==> src/verilog/dpucr_regs.svh <==
// Register offsets, field positions and reset values of the PHY user register bank
`ifndef DPUCR_REGS_SVH
`define DPUCR_REGS_SVH

// Byte offsets within the controller's 4KB configuration page
`define DPUCR_PAGE_MASK         12'hFFF
`define DPUCR_OFF_STATE         12'h300
`define DPUCR_OFF_CFG0          12'h304
`define DPUCR_OFF_CFG1          12'h308
`define DPUCR_OFF_CFG2          12'h310

// Field of the first configuration word
`define DPUCR_FRS_MSB           26
`define DPUCR_FRS_LSB           24

// Reset values
`define DPUCR_CFG0_RST          32'h7C924924
`define DPUCR_CFG1_RST          32'h008A28A2
`define DPUCR_CFG2_RST          32'h00000000
`define DPUCR_STATE_RST         16'h0000

// Read answer for write-only words
`define DPUCR_WO_READ           32'h00000000

// Frequency-range codes
`define DPUCR_FRS_250_266       3'h4
`define DPUCR_FRS_214_250       3'h5
`define DPUCR_FRS_200_214       3'h6
`define DPUCR_FRS_125_200       3'h7

`endif

==> src/verilog/dpucr_pkg.sv <==
// Types shared by the PHY user register bank
`default_nettype none
package dpucr_pkg;

    typedef enum logic [2:0] {
        DPUCR_SEL_NONE,
        DPUCR_SEL_STATE,
        DPUCR_SEL_CFG0,
        DPUCR_SEL_CFG1,
        DPUCR_SEL_CFG2
    } dpucr_sel_e;

    typedef logic [31:0] dpucr_word_t;
    typedef logic [15:0] dpucr_half_t;
    typedef logic [11:0] dpucr_off_t;

endpackage
`default_nettype wire

==> src/verilog/dpucr_cfg_word.sv <==
// One write-only configuration word holding its last written value
`timescale 1ns/1ps
`default_nettype none
module dpucr_cfg_word
    import dpucr_pkg::*;
#(
    parameter dpucr_word_t RST_VAL = 32'h00000000
) (
    input  wire logic        pclk,
    input  wire logic        presetn,
    input  wire logic        wr_en,
    input  wire dpucr_word_t wr_data,
    output logic             wr_seen,
    output dpucr_word_t      value
);

    typedef struct packed {
        dpucr_word_t word;
        logic        seen;
    } dpucr_cw_s;

    dpucr_cw_s st_ff;
    dpucr_cw_s nxt_st;

    always_comb begin
        nxt_st = st_ff;
        if (wr_en) begin
            nxt_st.word = wr_data;
            nxt_st.seen = 1'b1;
        end
    end

    always_ff @(posedge pclk or negedge presetn) begin
        if (!presetn) begin
            st_ff <= '{word: RST_VAL, seen: 1'b0};
        end else begin
            st_ff <= nxt_st;
        end
    end

    assign value   = st_ff.word;
    assign wr_seen = st_ff.seen;

endmodule // dpucr_cfg_word
`default_nettype wire

==> src/verilog/dpucr_decode.sv <==
// Address decode of the register page
`timescale 1ns/1ps
`default_nettype none
`include "dpucr_regs.svh"
module dpucr_decode
    import dpucr_pkg::*;
(
    input  wire logic [31:0] paddr,
    output dpucr_sel_e       sel
);

    function automatic dpucr_sel_e dec(input dpucr_off_t off);
        dpucr_sel_e s;
        s = DPUCR_SEL_NONE;
        unique case (off)
            `DPUCR_OFF_STATE: s = DPUCR_SEL_STATE;
            `DPUCR_OFF_CFG0:  s = DPUCR_SEL_CFG0;
            `DPUCR_OFF_CFG1:  s = DPUCR_SEL_CFG1;
            `DPUCR_OFF_CFG2:  s = DPUCR_SEL_CFG2;
            default:          s = DPUCR_SEL_NONE;
        endcase
        return s;
    endfunction

    // Only the offset within the 4KB page matters
    always_comb begin
        sel = dec(paddr[11:0] & `DPUCR_PAGE_MASK);
    end

endmodule // dpucr_decode
`default_nettype wire

==> src/verilog/dpucr_top.sv <==
// APB register bank driving the DDR2 PHY user control signals
//
// Functional notes
// - First word bits 26:24 drive the delay-line frequency-range select bus.
// - Configuration words are write-only; their read-back is not defined.
// - Second word is all reserved and reads as zero.
// - A 16-bit status word samples the PHY interface state but always reads as zero.
// - Status bits 15:0 are reserved, read zero, not to be modified.
// - All words sit inside the controller's 4KB configuration page.
`timescale 1ns/1ps
`default_nettype none
`include "dpucr_regs.svh"
module dpucr_top
    import dpucr_pkg::*;
(
    input  wire logic        pclk,
    input  wire logic        presetn,
    input  wire logic        psel,
    input  wire logic        penable,
    input  wire logic        pwrite,
    input  wire logic [31:0] paddr,
    input  wire logic [31:0] pwdata,
    input  wire logic [3:0]  pstrb,
    output logic             pready,
    output logic [31:0]      prdata,
    output logic             pslverr,
    output logic [2:0]       delay_line_freq_range,
    output logic [31:0]      phy_cfg_word0,
    output logic [31:0]      phy_cfg_word1,
    output logic [31:0]      phy_cfg_word2,
    output logic             phy_cfg_loaded,
    input  wire logic [15:0] phy_state_in
);

    // ------------------------------------------------------------
    // Bank state
    // ------------------------------------------------------------
    typedef struct packed {
        dpucr_word_t rdata;
        logic        err;
        dpucr_half_t state_sync1;
        dpucr_half_t state_sync2;
    } dpucr_top_s;

    dpucr_top_s  st_ff;
    dpucr_top_s  nxt_st;
    dpucr_sel_e  sel;
    logic        setup;
    logic        access;
    logic        wr0;
    logic        wr1;
    logic        wr2;
    logic [2:0]  seen;
    dpucr_word_t cfg0;
    dpucr_word_t cfg1;
    dpucr_word_t cfg2;

    // ------------------------------------------------------------
    // Decode
    // ------------------------------------------------------------
    dpucr_decode u_decode (
        .paddr (paddr),
        .sel   (sel)
    );

    assign setup  = psel && !penable;
    assign access = psel && penable;

    // Writes land at the access edge; zero wait states
    assign wr0 = access && pwrite && (sel == DPUCR_SEL_CFG0);
    assign wr1 = access && pwrite && (sel == DPUCR_SEL_CFG1);
    assign wr2 = access && pwrite && (sel == DPUCR_SEL_CFG2);

    // ------------------------------------------------------------
    // Configuration words
    // ------------------------------------------------------------
    dpucr_cfg_word #(.RST_VAL(`DPUCR_CFG0_RST)) u_cfg0 (
        .pclk    (pclk),
        .presetn (presetn),
        .wr_en   (wr0),
        .wr_data (pwdata),
        .wr_seen (seen[0]),
        .value   (cfg0)
    );

    dpucr_cfg_word #(.RST_VAL(`DPUCR_CFG1_RST)) u_cfg1 (
        .pclk    (pclk),
        .presetn (presetn),
        .wr_en   (wr1),
        .wr_data (pwdata),
        .wr_seen (seen[1]),
        .value   (cfg1)
    );

    dpucr_cfg_word #(.RST_VAL(`DPUCR_CFG2_RST)) u_cfg2 (
        .pclk    (pclk),
        .presetn (presetn),
        .wr_en   (wr2),
        .wr_data (pwdata),
        .wr_seen (seen[2]),
        .value   (cfg2)
    );

    // ------------------------------------------------------------
    // Read path and status sampling
    // ------------------------------------------------------------
    // Status comes from the PHY domain, so it is synchronised first.
    // Reading the setup-phase address lets prdata come from a flop.
    always_comb begin
        nxt_st             = st_ff;
        nxt_st.state_sync1 = phy_state_in;
        nxt_st.state_sync2 = st_ff.state_sync1;
        if (setup) begin
            nxt_st.err   = (sel == DPUCR_SEL_NONE);
            nxt_st.rdata = '0;
            if (!pwrite) begin
                unique case (sel)
                    // Reserved status bits read as zero whatever the PHY drives
                    DPUCR_SEL_STATE: nxt_st.rdata = {16'h0000, st_ff.state_sync2 & `DPUCR_STATE_RST};
                    // Write-only words return a fixed zero; no software may rely on it
                    DPUCR_SEL_CFG0:  nxt_st.rdata = `DPUCR_WO_READ;
                    DPUCR_SEL_CFG1:  nxt_st.rdata = `DPUCR_WO_READ;
                    DPUCR_SEL_CFG2:  nxt_st.rdata = `DPUCR_WO_READ;
                    DPUCR_SEL_NONE:  nxt_st.rdata = '0;
                endcase
            end
        end
    end

    always_ff @(posedge pclk or negedge presetn) begin
        if (!presetn) begin
            st_ff <= '0;
        end else begin
            st_ff <= nxt_st;
        end
    end

    // ------------------------------------------------------------
    // Outputs
    // ------------------------------------------------------------
    assign pready                = 1'b1;
    assign prdata                = st_ff.rdata;
    assign pslverr               = access && st_ff.err;
    assign delay_line_freq_range = cfg0[`DPUCR_FRS_MSB:`DPUCR_FRS_LSB];
    assign phy_cfg_word0         = cfg0;
    assign phy_cfg_word1         = cfg1;
    assign phy_cfg_word2         = cfg2;
    assign phy_cfg_loaded        = seen[0];

    logic unused_ok;
    assign unused_ok = ^{pstrb, paddr[31:12], seen[2:1]};

endmodule // dpucr_top
`default_nettype wire

==> config.mk <==
export PLATFORM = sky130hd
export DESIGN_NAME = dpucr_top
export DESIGN_NICKNAME = d
export VERILOG_FILES = /design/src/verilog/dpucr_pkg.sv /design/src/verilog/dpucr_cfg_word.sv /design/src/verilog/dpucr_decode.sv /design/src/verilog/dpucr_top.sv
export VERILOG_INCLUDE_DIRS = /design/src /design/src/verilog
export SDC_FILE = /design/constraint.sdc
export NUM_CORES = 1
export LEC_CHECK = 0
export BUFFER_PORTS_ARGS = -buffer_cell sky130_fd_sc_hd__buf_2
export CELL_PAD_IN_SITES_DETAIL_PLACEMENT = 2
export CELL_PAD_IN_SITES_GLOBAL_PLACEMENT = 2
export CORE_AREA = 10 10 130 132
export DETAILED_ROUTE_END_ITERATION = 8
export DIE_AREA = 0 0 140 142
export GPL_TIMING_DRIVEN = 0
export HOLD_SLACK_MARGIN = 0.06
export PLACE_DENSITY = 0.83
export SLEW_MARGIN = 40
export SYNTH_ARGS = -nofsm -noshare
export SYNTH_HDL_FRONTEND = slang
export SYNTH_SLANG_ARGS = --single-unit
==> constraint.sdc <==
create_clock -name pclk -period 2.2 [get_ports pclk]
set_clock_uncertainty 0.15 [all_clocks]
set_input_delay 0.44 -clock pclk [delete_from_list [all_inputs] [get_ports pclk]]
set_output_delay 0.44 -clock pclk [all_outputs]
set_load 0.02 [all_outputs]
**Word level (Yosys, flattened, before mapping)**

Index checks and enable logic that the tools add are counted.

- Equality and inequality tests: 8
- Muxes and demuxes: 3
- Reduce and logical (&&, ||, !) cells: 10

Operator list:

| kind | number |
|---|---|
| 32-bit 2-to-1 mux | 2 |
| 12-bit by 10-bit equality test with 1-bit output (second input constant) | 4 |
| 3-bit case mux with 4 select lines | 1 |
| 1-bit logical AND | 7 |
| 3-bit by 2-bit equality test with 1-bit output (second input constant) | 2 |
| 5-bit OR reduction | 1 |
| 3-bit by 1-bit equality test with 1-bit output (second input constant) | 1 |
| 3-bit equality test (second input constant) | 1 |
| 3-bit zero test | 1 |
| 1-bit zero test | 1 |

- Bits in registers: 130
- Input port bits: 89
- Output and inout bits: 134
- Word-level logic and storage cells: 27

**Logic depth before layout (Yosys ltp)**

- Depth after elaboration: 6
- Mapped depth: 6
- Depth with buffers taken out: 4

**Cells and area by module**

From an unflattened synthesis, not the netlist that was laid out.

- Cell total of the unflattened synthesis: 268
- Area, all modules: 4600.7 µm²

By module, submodules not included:

| module | instances | cells an instance | area each (µm²) | seq. area each (µm²) |
|---|---|---|---|---|
| dpucr_cfg_word at u_cfg0 | 1 | 70 | 1388.8 | 842.1 |
| dpucr_cfg_word at u_cfg1 | 1 | 70 | 1382.6 | 835.8 |
| dpucr_cfg_word at u_cfg2 | 1 | 70 | 1372.6 | 825.8 |
| dpucr_top | 1 | 47 | 387.9 | 25.0 |
| dpucr_decode | 1 | 11 | 68.8 | 0.0 |

**Worst setup path before layout**

Ideal clock, no wire load.

- Path kind: input to register
- Start point: input port paddr[11]
- End point: register u_cfg0.st_ff (netlist bit u_cfg0.value[10])
- Setup time: 0.125 ns
- Arrival time: 1.705 ns
- Required time: 1.925 ns
- Setup slack: 0.220 ns
- Stages on the path: 6
- Buffers on the path: 2
- Cell sequence: nor4_2 and4b_4 and2_4 buf_6 buf_12 mux2_4

- Cells in the longest elaborated chain, start to end: 4
- Elaborated cells on any way between the ends: 7
- Those cells by class: 5 x eq/ne; 1 x mux; 1 x reduce/logical

Ends and longest elaborated chain:

| what | RTL line | RTL |
|---|---|---|
| start: declaration | dpucr_top.sv:21 | `input wire logic [31:0] paddr,` |
| 12-bit by 10-bit equality test with 1-bit output | dpucr_decode.sv:15 | `unique case (off)` |
| 3-bit case mux with 4 select lines * | dpucr_decode.sv:15 |  |
| 3-bit by 2-bit equality test with 1-bit output * | dpucr_top.sv:70 | `assign wr0 = access && pwrite && (sel == DPUCR_SEL_CFG0);` |
| 1-bit logical AND * | dpucr_top.sv:70 |  |
| end signal: assignment | dpucr_cfg_word.sv:35 | `st_ff <= '{word: RST_VAL, seen: 1'b0};` |
| end signal: assignment | dpucr_cfg_word.sv:37 | `st_ff <= nxt_st;` |
| end: declaration | dpucr_cfg_word.sv:22 | `dpucr_cw_s st_ff;` |

Mark *: on every way between the ends. The rest lies on a longest branch, timed or not.
A chain may end at the register's enable or synchronous reset.

**Worst setup path after layout**

- Start point: input port paddr[11]
- End point: register u_cfg0.st_ff (netlist bit u_cfg0.value[24])

The elaborated chain is that of the path after synthesis.

==> summary.md <==
| Metric | Value |
|---|---|
| Most frequent cells in the layout | 148 x buf_2, 90 x mux2_4, 77 x dfrtp_1 |
| Clock tree from TritonCTS | yes |
| Initial antenna violation count | 0 |
| R2R Setup Slk | 1240 ps |
| CTS Hold Bufs | 1 |
| Min Tclk post-route | 1880 ps |
| Placer Congestion | 0.751 |
| Period utilization | around 85% |
| Seq. cell area | 0.00248 mm^2 |
| Fin. max-slew vios | 0 |
| Clk sink count | 98 |
| Worst path cell trace | buf_2 -> nor4_2 -> and4b_4 -> and2_4 -> buf_6 -> buf_12 -> mux2_4 |
| Element type at the critical path end | flip-flop |
| Initial Util | 31.2% |
| Width of the die | 140 um |
| Worst EP arrival | 1960 ps |
| Worst vdd ir | 0.000340 V |
| Cell Rows | 44 |
| Design area | 0.00594 mm^2 |
| Num CTS Buffers | 9 |
| Placed Cells | 626 |
| Number of routed nets with antenna violations | 0 |
| H-tree depth | 3 |
| Die height | about 140 um |
| Fmax | roughly 530 MHz |
| Clock transition at path regs | around 70 ps |
| Met3 global-route usage | ~3.7% |
| Final Hold Fails | 0 |
| Slowest CP cell | and4b_4 |
| Cell family with most CP delay | simple AND/OR/NAND/NOR gates |
| Post-CTS setup buffer count | 0 |
| Leak | 3.44 nW |
| Post-CTS resize count | 0 |
| Ant. Diodes | 0 |
| Status | complete, no violations |
| GRT busiest layer | met2 |
| DP Area | 0.00560 mm^2 |
| # setup viols final | 0 |
| Unrepaired setup endpoints after global routing | false |
| Nets@finish | between 500 and 600 |
| Post-synthesis sequential area ratio | 55.5% |
| Netlist cell types | 22 |
| Skew-Pair Late Insertion Delay | roughly 350 ps |
| Final wirelength | 12900 um |
| Fillers | 1475 |
| Gr ovfl total | 0 |
| Met2 Use GR | between 20 and 25% |
| I/O Pins | 223 |
| Post-synth EDFFs | 0 |
| DR WL/cell | 20.1 um |
| Synth async-reset ratio | 100% |
| Area of the multi-input gates | 0.00170 mm^2 |
| FF+latch count, synth | 98 |
| Grt met1 use | 14.5% |
| First drt pass iteration count | 2 |
| Top FF cell, synth | dfrtp_1 |
| Clock Path Buffers | 2 |
| Largest net degree at the start of global routing | 57 |
| Final Instance Count excl. Fillers | 643 |
| First DRT Iteration DRCs | 57 |
| Number of global-route vias before repair | 3317 |
| Worst path bufs/invs | 3 |
| First-pass GRT wire length | 20000 um |
| Die area | 0.0199 mm^2 |
| Crit path max fanout | 10 |
| Share of post-route cells with drive strength above 1 | approximately 73% |
| Syn Std Cell Area | about 0.0045 mm^2 |
| Port bufs | 149 |
| DR vias | 2705 |
| P&R area growth vs syn | 32.9% |
| Synth warn | 0 |
| DRC viols | 0 |
| Max_cap viols | 0 |
| Worst setup SP type | input port |
| Cell Pwr Density | 637 mW/mm^2 |
| CTS root buf | clkbuf_16 |
| WP data required | 2290 ps |
| Syn_area_per_cell | 17.1 um^2 |
| HPWL Detailed | 9990 um |
| DR vias/cell | 4.21 |
| Hold Crit Class | input port to flip-flop |
| Commonest non-fill, non-tap cell in the layout | buf_2 |
| Kind of critical path | input port to flip-flop |
| CP peak stage delay | 340 ps |
| Synthesized instance count | roughly 260 |
| Core Footprint | about 0.014 mm^2 |
| Total GRT Usage | 13.0% |
[final cells by class]
class                           instances  share of cell area (%)
Buffer                                 46                    6.89
Clock inverter                          5                    1.45
Tap cell                              184                    3.88
Multi-Input combinational cell        148                    28.6
Timing Repair Buffer                  151                    13.4
Clock buffer                           11                    4.09
Sequential cell                        98                    41.8
[path summary, 6_finish.rpt]
| kind | to | startpoint | cells past startpoint |
|---|---|---|---|
| max in group asynchronous | u_cfg0.value[14] | presetn | 3 |
| min in group asynchronous | u_cfg2.value[28] | presetn | 2 |
| min reg2reg | u_cfg0.wr_seen | u_cfg0.wr_seen | 1 |
| max reg2reg | u_cfg0.value[24] | u_cfg0.value[24] | 1 |
| min | u_cfg0.value[25] | pwdata[25] | 2 |
| max | u_cfg0.value[24] | paddr[11] | 7 |
[flip-flops by register name, indices dropped and copies added (netlist names)]
| name | count |
|---|---|
| st_ff | 1 |
| u_cfg0.value | 32 |
| u_cfg0.wr_seen | 1 |
| u_cfg1.value | 32 |
| u_cfg2.value | 32 |
[routing by layer]
metal	vias to the layer above	part of all wire, %
li1	1223	-
met1	1363	40
met2	105	52
met3	14	6.5
met4	0	1.9
met5	-	0
[cells in the mapped netlist, types with 2 or more instances]
cell     instances  area share (%)
and3_1           2            0.28
dfrtp_1         77              43
nand3_4          2            0.78
nor2_1           3            0.25
conb_1           2            0.17
mux2_4          90              30
nand2_1          2            0.17
buf_4           36             6.1
buf_12           3             1.3
buf_6            7             1.8
dfstp_2         21              12
mux2_2           6             1.5
[cells by family (layout without fill, tap and decap cells)]
logic type,after synthesis,count (layout),share of synthesized area [%]
muxes,96,96,31.8
and+or+nand+nor,16,16,2.91
buffers and inverters,46,213,9.16
AOI/OAI and AO/OA,3,3,0.504
DFF,98,98,55.5
other,2,33,0.168
[power breakdown]
part           internal [W]  switching [W]  leakage, nW
Sequential          0.00181     0.00000139         1.29
Combinational     0.0000910       0.000144         1.99
Clock               0.00104       0.000704        0.160
[per-stage QoR]
stage | hold slack, ps | worst slack, ps | utilization, % | TNS, ps | total power (W)
floorplan | -5.59 | 220 | - | 0 | 0.00195
finish | 198 | 324 | 41.5 | 0 | 0.00378
detailed placement | 200 | -83.8 | 39.1 | -1550 | 0.00207
CTS | 182 | 291 | 41.5 | 0 | 0.00384
global placement | 299 | -386 | 38.8 | -30030 | 0.00205
global route | 194 | 268 | 41.5 | 0 | 0.00394
(Power assumes the default switching activity.)
